`config.mk`:
```
export PLATFORM = sky130hd
export DESIGN_NAME = utc_timer
export DESIGN_NICKNAME = d
export VERILOG_FILES = /design/src/utc_pkg.sv /design/src/utc_timer.sv /design/src/utc_pin_sync.sv
export SDC_FILE = /design/constraint.sdc
export NUM_CORES = 1
export LEC_CHECK = 0
export BUFFER_PORTS_ARGS = -buffer_cell sky130_fd_sc_hd__buf_4
export CAP_MARGIN = 25
export CORE_MARGIN = 5
export CORE_UTILIZATION = 35
export DETAILED_ROUTE_END_ITERATION = 10
export GPL_TIMING_DRIVEN = 0
export RECOVER_POWER = 25
export SYNTH_ARGS = -nofsm -noshare
export SYNTH_HDL_FRONTEND = slang
export SYNTH_SLANG_ARGS = --single-unit
```
`constraint.sdc`:
```
create_clock -name clk_sys -period 2.9 [get_ports clk_sys]
set_input_delay 0.58 -clock clk_sys [delete_from_list [all_inputs] [get_ports clk_sys]]
set_output_delay 0.58 -clock clk_sys [all_outputs]
set_load 0.03 [all_outputs]
```
`src/utc_pkg.sv`:
```
// Shared constants and types for the up/down timer with capture and reload
package utc_pkg;

    // Register byte offsets on the APB bus
    localparam logic [7:0] OFS_CTRL   = 8'h00;
    localparam logic [7:0] OFS_CFG    = 8'h04;
    localparam logic [7:0] OFS_CNT_LO = 8'h08;
    localparam logic [7:0] OFS_CNT_HI = 8'h0c;
    localparam logic [7:0] OFS_RC_LO  = 8'h10;
    localparam logic [7:0] OFS_RC_HI  = 8'h14;
    localparam logic [7:0] OFS_STAT   = 8'h18;
    localparam logic [7:0] OFS_MASK   = 8'h1c;

    // Control register fields
    localparam int CTL_WRAP  = 7;
    localparam int CTL_EXT   = 6;
    localparam int CTL_EXTEN = 3;
    localparam int CTL_RUN   = 2;
    localparam int CTL_CSEL  = 1;
    localparam int CTL_CPRL  = 0;

    // Configuration register fields
    localparam int CFG_CLK_LO = 3;
    localparam int CFG_DOWN   = 0;

    // Status and mask fields share one layout
    localparam int ST_WRAP = 0;
    localparam int ST_EXT  = 1;

    // Values after reset
    localparam logic [15:0] RST_CNT  = 16'h0000;
    localparam logic [15:0] RST_RC   = 16'h0000;
    localparam logic [1:0]  RST_MASK = 2'h0;

    // Count limits
    localparam logic [15:0] CNT_MAX  = 16'hffff;
    localparam logic [15:0] CNT_ZERO = 16'h0000;

    // Prescaler terminal counts: divide by 12 and by 8
    localparam logic [3:0] PRE_LAST = 4'hb;
    localparam logic [2:0] OSC_LAST = 3'h7;

    // Timer clock source selection
    typedef enum logic [1:0] {
        CLK_SYS1  = 2'h0,
        CLK_SYS2  = 2'h1,
        CLK_SYS12 = 2'h2,
        CLK_OSC8  = 2'h3
    } utc_clksel_t;

endpackage

```
`src/utc_timer.sv`:
```
// 16-bit up/down timer with capture and auto-reload, APB register slave
`timescale 1ns/1ns
module utc_timer
    import utc_pkg::*;
(
    input  wire logic        clk_sys,    // System clock, 10 MHz
    input  wire logic        srst,       // Synchronous reset, active high
    input  wire logic        ce,         // Clock enable, freezes all state
    input  wire logic        psel,       // APB select
    input  wire logic        penable,    // APB enable
    input  wire logic        pwrite,     // APB write
    input  wire logic [7:0]  paddr,      // APB byte address
    input  wire logic [31:0] pwdata,     // APB write data
    output logic      [31:0] prdata,     // APB read data
    output logic             pready,     // APB ready
    output logic             pslverr,    // APB error on unmapped address
    input  wire logic        extTrigPin, // External trigger / direction pin
    input  wire logic        extCountPin,// External count pin
    input  wire logic        extOscClk,  // External oscillator clock
    output logic             irq         // Level interrupt
);

    ////////////////////////////////////////////////////////////////////////
    // Address decode

    function automatic logic isMapped(input logic [7:0] a);
        isMapped = (a == OFS_CTRL) || (a == OFS_CFG) || (a == OFS_CNT_LO) ||
                   (a == OFS_CNT_HI) || (a == OFS_RC_LO) || (a == OFS_RC_HI) ||
                   (a == OFS_STAT) || (a == OFS_MASK);
    endfunction

    logic        wrAcc;
    logic        wrCtrl;
    logic        wrCfg;
    logic        wrCntLo;
    logic        wrCntHi;
    logic        wrRcLo;
    logic        wrRcHi;
    logic        wrStat;
    logic        wrMask;

    // Zero-wait slave: an access phase completes in one cycle whenever ce is high
    assign pready  = ce;
    assign pslverr = ce & psel & penable & ~isMapped(paddr);
    assign wrAcc   = ce & psel & penable & pwrite;
    assign wrCtrl  = wrAcc & (paddr == OFS_CTRL);
    assign wrCfg   = wrAcc & (paddr == OFS_CFG);
    assign wrCntLo = wrAcc & (paddr == OFS_CNT_LO);
    assign wrCntHi = wrAcc & (paddr == OFS_CNT_HI);
    assign wrRcLo  = wrAcc & (paddr == OFS_RC_LO);
    assign wrRcHi  = wrAcc & (paddr == OFS_RC_HI);
    assign wrStat  = wrAcc & (paddr == OFS_STAT);
    assign wrMask  = wrAcc & (paddr == OFS_MASK);

    ////////////////////////////////////////////////////////////////////////
    // Control and configuration state

    logic        wrapFlag;
    logic        extFlag;
    logic        extEn;
    logic        runBit;
    logic        counterSel;
    logic        capRelSel;
    utc_clksel_t clkSel;
    logic        downEn;
    logic [1:0]  irqMask;
    logic [15:0] cnt;
    logic [15:0] rcap;

    // Mode bits are plain read/write
    always_ff @(posedge clk_sys) begin
        if (srst) begin
            extEn      <= 1'b0;
            runBit     <= 1'b0;
            counterSel <= 1'b0;
            capRelSel  <= 1'b0;
        end else if (ce && wrCtrl) begin
            extEn      <= pwdata[CTL_EXTEN];
            runBit     <= pwdata[CTL_RUN];
            counterSel <= pwdata[CTL_CSEL];
            capRelSel  <= pwdata[CTL_CPRL];
        end
    end

    // Clock select and down-count enable
    always_ff @(posedge clk_sys) begin
        if (srst) begin
            clkSel <= CLK_SYS1;
            downEn <= 1'b0;
        end else if (ce && wrCfg) begin
            clkSel <= utc_clksel_t'(pwdata[CFG_CLK_LO +: 2]);
            downEn <= pwdata[CFG_DOWN];
        end
    end

    // Interrupt mask
    always_ff @(posedge clk_sys) begin
        if (srst) begin
            irqMask <= RST_MASK;
        end else if (ce && wrMask) begin
            irqMask <= pwdata[1:0];
        end
    end

    ////////////////////////////////////////////////////////////////////////
    // Pin inputs, each through two flip-flops

    logic trigLevel;
    logic trigFall;
    logic cntFall;
    logic oscRise;

    utc_pin_sync uTrig (
        .clk_sys (clk_sys),
        .srst    (srst),
        .ce      (ce),
        .pinIn   (extTrigPin),
        .level   (trigLevel),
        .fall    (trigFall),
        .rise    ()
    );

    utc_pin_sync uCount (
        .clk_sys (clk_sys),
        .srst    (srst),
        .ce      (ce),
        .pinIn   (extCountPin),
        .level   (),
        .fall    (cntFall),
        .rise    ()
    );

    utc_pin_sync uOsc (
        .clk_sys (clk_sys),
        .srst    (srst),
        .ce      (ce),
        .pinIn   (extOscClk),
        .level   (),
        .fall    (),
        .rise    (oscRise)
    );

    ////////////////////////////////////////////////////////////////////////
    // Prescalers and count tick

    logic [3:0] preCnt;
    logic [2:0] oscCnt;
    logic       intTick;
    logic       tick;

    // Free-running divide-by-12 chain; bit 0 doubles as divide-by-2
    always_ff @(posedge clk_sys) begin
        if (srst) begin
            preCnt <= 4'h0;
        end else if (ce) begin
            preCnt <= (preCnt == PRE_LAST) ? 4'h0 : preCnt + 4'h1;
        end
    end

    // Oscillator edges divided by 8; oscillator must be well below clk_sys/2
    always_ff @(posedge clk_sys) begin
        if (srst) begin
            oscCnt <= 3'h0;
        end else if (ce && oscRise) begin
            oscCnt <= oscCnt + 3'h1;
        end
    end

    // Select the count event source
    always_comb begin
        unique case (clkSel)
            CLK_SYS1:  intTick = 1'b1;
            CLK_SYS2:  intTick = preCnt[0];
            CLK_SYS12: intTick = (preCnt == PRE_LAST);
            CLK_OSC8:  intTick = oscRise & (oscCnt == OSC_LAST);
        endcase
        tick = counterSel ? cntFall : intTick;
    end

    ////////////////////////////////////////////////////////////////////////
    // Counter core

    logic        countUp;
    logic        trigEvt;
    logic        adv;
    logic        capEv;
    logic        rldTrig;
    logic        wrapEv;
    logic [15:0] next_cnt;

    assign countUp = downEn ? trigLevel : 1'b1;
    assign trigEvt = trigFall & extEn & ~downEn;
    assign adv     = runBit & tick;
    assign capEv   = capRelSel & trigEvt;
    assign rldTrig = ~capRelSel & trigEvt;

    // Next count; a trigger reload takes priority over a count tick
    always_comb begin
        next_cnt = cnt;
        wrapEv   = 1'b0;
        if (rldTrig) begin
            next_cnt = rcap;
        end else if (adv) begin
            if (capRelSel) begin
                if (countUp) begin
                    next_cnt = cnt + 16'h0001;
                    wrapEv   = (cnt == CNT_MAX);
                end else begin
                    next_cnt = cnt - 16'h0001;
                    wrapEv   = (cnt == CNT_ZERO);
                end
            end else if (countUp) begin
                if (cnt == CNT_MAX) begin
                    next_cnt = rcap;
                    wrapEv   = 1'b1;
                end else begin
                    next_cnt = cnt + 16'h0001;
                end
            end else begin
                if (cnt == rcap) begin
                    next_cnt = CNT_MAX;
                    wrapEv   = 1'b1;
                end else begin
                    next_cnt = cnt - 16'h0001;
                end
            end
        end
    end

    // Count register; a software byte write beats hardware in that cycle
    always_ff @(posedge clk_sys) begin
        if (srst) begin
            cnt <= RST_CNT;
        end else if (ce) begin
            cnt <= next_cnt;
            if (wrCntLo) begin
                cnt[7:0] <= pwdata[7:0];
            end
            if (wrCntHi) begin
                cnt[15:8] <= pwdata[7:0];
            end
        end
    end

    // Reload/capture pair; capture beats a software write
    always_ff @(posedge clk_sys) begin
        if (srst) begin
            rcap <= RST_RC;
        end else if (ce) begin
            if (capEv) begin
                rcap <= cnt;
            end else begin
                if (wrRcLo) begin
                    rcap[7:0] <= pwdata[7:0];
                end
                if (wrRcHi) begin
                    rcap[15:8] <= pwdata[7:0];
                end
            end
        end
    end

    ////////////////////////////////////////////////////////////////////////
    // Sticky flags and interrupt

    logic wrapClr;
    logic extClr;
    logic extSet;
    logic extTgl;

    // Clear by writing 0 in control or 1 in status
    assign wrapClr = (wrCtrl & ~pwdata[CTL_WRAP]) | (wrStat & pwdata[ST_WRAP]);
    assign extClr  = (wrCtrl & ~pwdata[CTL_EXT]) | (wrStat & pwdata[ST_EXT]);
    assign extSet  = trigEvt;
    assign extTgl  = ~capRelSel & wrapEv;

    // Hardware set wins over a clear in the same cycle
    always_ff @(posedge clk_sys) begin
        if (srst) begin
            wrapFlag <= 1'b0;
        end else if (ce) begin
            if (wrapEv) begin
                wrapFlag <= 1'b1;
            end else if (wrapClr) begin
                wrapFlag <= 1'b0;
            end
        end
    end

    // External flag: set by any trigger event (capture or reload), or toggled as seventeenth count bit in reload mode
    always_ff @(posedge clk_sys) begin
        if (srst) begin
            extFlag <= 1'b0;
        end else if (ce) begin
            if (extSet) begin
                extFlag <= 1'b1;
            end else if (extTgl) begin
                extFlag <= ~extFlag;
            end else if (extClr) begin
                extFlag <= 1'b0;
            end
        end
    end

    // Registered interrupt; external flag requests only in capture mode
    always_ff @(posedge clk_sys) begin
        if (srst) begin
            irq <= 1'b0;
        end else if (ce) begin
            irq <= (wrapFlag & irqMask[ST_WRAP]) |
                   (extFlag & capRelSel & irqMask[ST_EXT]);
        end
    end

    ////////////////////////////////////////////////////////////////////////
    // Read data, captured in the setup phase

    logic [31:0] rdData;

    always_comb begin
        rdData = 32'h0000_0000;
        unique case (1'b1)
            paddr == OFS_CTRL: begin
                rdData[CTL_WRAP]  = wrapFlag;
                rdData[CTL_EXT]   = extFlag;
                rdData[CTL_EXTEN] = extEn;
                rdData[CTL_RUN]   = runBit;
                rdData[CTL_CSEL]  = counterSel;
                rdData[CTL_CPRL]  = capRelSel;
            end
            paddr == OFS_CFG: begin
                rdData[CFG_CLK_LO +: 2] = clkSel;
                rdData[CFG_DOWN]        = downEn;
            end
            paddr == OFS_CNT_LO: rdData[7:0] = cnt[7:0];
            paddr == OFS_CNT_HI: rdData[7:0] = cnt[15:8];
            paddr == OFS_RC_LO:  rdData[7:0] = rcap[7:0];
            paddr == OFS_RC_HI:  rdData[7:0] = rcap[15:8];
            paddr == OFS_STAT: begin
                rdData[ST_WRAP] = wrapFlag;
                rdData[ST_EXT]  = extFlag;
            end
            paddr == OFS_MASK:   rdData[1:0] = irqMask;
            default:             rdData = 32'h0000_0000;
        endcase
    end

    // Sampled one cycle before the access phase, so it cannot glitch
    always_ff @(posedge clk_sys) begin
        if (srst) begin
            prdata <= 32'h0000_0000;
        end else if (ce && psel && !penable) begin
            prdata <= rdData;
        end
    end

    logic noCntWr;
    assign noCntWr = ~wrCntLo & ~wrCntHi;
endmodule // utc_timer

```
`src/utc_pin_sync.sv`:
```
// Two-stage pin synchroniser with edge detection
`timescale 1ns/1ns
module utc_pin_sync (
    input  wire logic clk_sys, // System clock
    input  wire logic srst,    // Synchronous reset, active high
    input  wire logic ce,      // Clock enable
    input  wire logic pinIn,   // Asynchronous pin
    output logic      level,   // Synchronised level
    output logic      fall,    // High-to-low pulse
    output logic      rise     // Low-to-high pulse
);
    logic meta;
    logic sync;
    logic prev;

    // Outputs read only the second stage and its delayed copy, never the first stage
    always_ff @(posedge clk_sys) begin
        if (srst) begin
            meta <= 1'b0;
            sync <= 1'b0;
            prev <= 1'b0;
        end else if (ce) begin
            meta <= pinIn;
            sync <= meta;
            prev <= sync;
        end
    end

    assign level = sync;
    assign fall  = prev & ~sync;
    assign rise  = ~prev & sync;
endmodule // utc_pin_sync

```
==> results.tsv <==
metric	value	unit
status	finished, final reports clean	
Fillers	1440	
grt total ovfl	0	
initial core utilization	0.358	
Syn. warnings	0	
synthesized cell area	4980	um^2
Worst-path clk slew	60	ps
Worst setup SP type	flip-flop	
Clock Skew	7.75	ps
Internal	1690	uW
pwr dens	392	nW/um^2
CP Capture Type	flip-flop	
switching pwr	589	uW
Synth Area in Compound Gates	0.204	
die width	129	um
worst path required time	3140	ps
final hold violations	0	
H-tree Lvls	3	
post-layout util	0.416	
largest family of logic cells by synthesized area	simple AND/OR/NAND/NOR gates	
Comb power frac	0.104	
DR iter-0 viols	684	
register area share after synthesis	0.273	
Seq pwr share	0.419	
Max Freq	0.347	GHz
area of the core	13900	um^2
Final HPWL DP	14800	um
routed vias/inst	6.07	
Synth cell types	67	
Placed Instance Area	5550	um^2
drt wl/cell	22.4	um
met3 wire length	2410	um
Tcrit/Tclk final	0.995	
crit-path max FO	10	
maximum vdd drop	0.367	mV
first-pass GRT wire length	29900	um
M1 wire length	8430	um
Root Driver	clkbuf_16	
Post-synth EDFFs	0	
Antenna diodes	0	
share of layout cells above drive strength 1	0.135	
Post-Synth XOR/XNOR Area	0.0756	
DRT Wirelength	20300	um
CTS tree	built	
row count	43	
initial antenna violation count	0	
Final Instance Area	5800	um^2
Gate Count Post-Synth	652	
Final #Nets	775	
Final min period	2890	ps
largest net degree at the start of global routing	12	
Synth Register Bits	68	
Least-Margin Pin Slew	975	ps
Net Sw Frac	0.259	
Top FF cell, synth	dfxtp_1	
PortBufs	33	
mean area per synthesized cell	7.64	um^2
die area	16700	um^2
DP Worst Slack	-258	ps
Setup CP Type	flip-flop to flip-flop	
power share of the clock group	0.477	
Final WS setup	14.1	ps
DR pass1 iterations	6	
Die H	129	um
Hold Buf Count CTS	0	
Skew-Pair Late Insertion Delay	340	ps
num ports	84	
top sig layer	met4	
Antenna Nets Post-Route	0	
TNS Setup	0	ps
deepest clock path buffer count	2	
met2 wire length	8560	um
CTS Sinks	68	
unrepaired setup endpoints after global routing	false	
CTS Buf Count	9	
Min-Delay Path Class	flip-flop to flip-flop	
crit path DAT	3120	ps
Final setup viols	0	
max-slew violation count	0	
relative slew slack	0.341	
Simple-Gate Fraction of Synth Area	0.278	
Residual DRC	0	
vias in the first global route	5040	
leak pwr	0.00232	uW
Async S/R FF share, synth	0	
routability cong.	0.984	
Synth Area in Adders	0.0151	
Total GRT Usage	0.238	
MaxCap Viol Count	0	
Min Hold Slack	467	ps
via count	5486	
Area Growth Syn to Fin	16.4	%
post-synthesis mux area share	0.0600	
==> power by group through the flow <==
stage / logic, uW / clock network (uW) / registers (uW)
2_1_floorplan: 144 / 0 / 982
3_3_place_gp: 234 / 0 / 974
3_5_place_dp: 234 / 0 / 975
4_1_cts: 234 / 1090 / 955
5_1_grt: 250 / 1140 / 956
6_report: 236 / 1090 / 955
==> critical path: stages (launching register included) <==
cell and delay [ps]:
dfxtp_1 320, clkbuf_1 590, xor2_1 150, nor4_1 300, nand4_1 280, o21ai_1 370
clkbuf_2 340, o22ai_1 130, a211oi_1 290
==> path summary, 6_finish.rpt <==
check | start | endpoint | slack (ps) | cells after the start
max reg2reg | cnt[1] | cnt[5] | 10 | 8
max | cnt[1] | cnt[5] | 10 | 8
min reg2reg | prdata[0] | prdata[0] | 470 | 2
min | prdata[0] | prdata[0] | 470 | 2
==> cell type report <==
class / instances / area, um^2 / area share
buffer: 76 / 423 / 0.0729
clock inverter: 4 / 51.3 / 0.00884
clock buffer: 11 / 233 / 0.0401
timing repair buffer: 35 / 225 / 0.0388
sequential: 68 / 1360 / 0.235
tap: 180 / 225 / 0.0388
inverter: 11 / 41.3 / 0.00712
multi-input combinational: 519 / 3240 / 0.559
==> timing repair <==
action	CTS	global route
gates resized for setup	3	0
hold endpoints to repair	0	0
pin swaps	1	0
endpoints found under the setup margin	11	9
buffers inserted	1	0
==> logic make-up (layout without fill, tap and decap cells) <==
logic type                 count (synthesis)  count (layout)
buffers and inverters                     88             137
AOI/OAI and AO/OA                        140             140
adders and majority gates                  6               6
and+or+nand+nor                          277             277
other                                      1              24
muxes                                     29              29
DFF                                       68              68
xor gates and xnor gates                  43              43
==> placed cells by master, fill, tap and decap left out, types with 7 or more instances in the layout <==
cell type	n
a21oi_1	21
nand2_1	52
a211oi_1	10
buf_2	9
and3_1	7
inv_1	11
buf_4	52
clkbuf_16	9
mux2i_1	22
a22oi_1	7
xnor2_1	13
dfxtp_1	68
a311oi_1	19
nand4_1	11
nor3_1	22
a221oi_1	7
nor2_1	85
mux2_2	7
conb_1	24
o21ai_0	23
clkbuf_1	42
nand3_1	46
nor4_1	12
xor2_1	30
==> registers in the layout, indices dropped and copies added (netlist names), 2 cells and up <==
| signal | count |
|---|---|
| clkSel | 2 |
| cnt | 16 |
| irqMask | 2 |
| oscCnt | 3 |
| prdata | 8 |
| preCnt | 4 |
| rcap | 16 |
==> routing by layer <==
metal | vias to the layer above | GRT usage
met5 | - | 0
met4 | 0 | 0.104
met3 | 73 | 0.0561
met2 | 374 | 0.350
met1 | 2559 | 0.330
li1 | 2480 | -
==> cell usage after synthesis, drive strengths merged, types with 4 or more instances <==
cell type	number	area (um^2)
nor2	86	325
nand2	52	195
nor4	13	96.3
a221o	4	40.0
mux2	7	78.8
dfxtp	68	1360
a22oi	7	52.6
a221oi	7	61.3
nor3b	5	37.5
buf	44	300
a311oi	19	166
a41oi	4	35.0
and3	7	43.8
a32oi	4	35.0
xnor2	13	114
nand4	11	68.8
mux2i	22	220
a211oi	10	75.1
xor2	30	263
or3	6	42.5
nand3b	5	37.5
clkbuf	33	124
ha	6	75.1
inv	11	41.3
nand3	46	230
o32ai	6	52.6
o211ai	5	37.5
nand2b	4	25.0
a21oi	21	105
a31oi	6	37.5
o21ai	24	120
nor3	23	126
==> through the flow <==
stage	std cells	total power, uW
final	904	2280
after global routing	904	2340
after CTS	905	2280
after detailed placement	889	1210
after global placement	888	1210
after floorplan	675	1130
No activity file was read; power rests on OpenSTA's default activity.
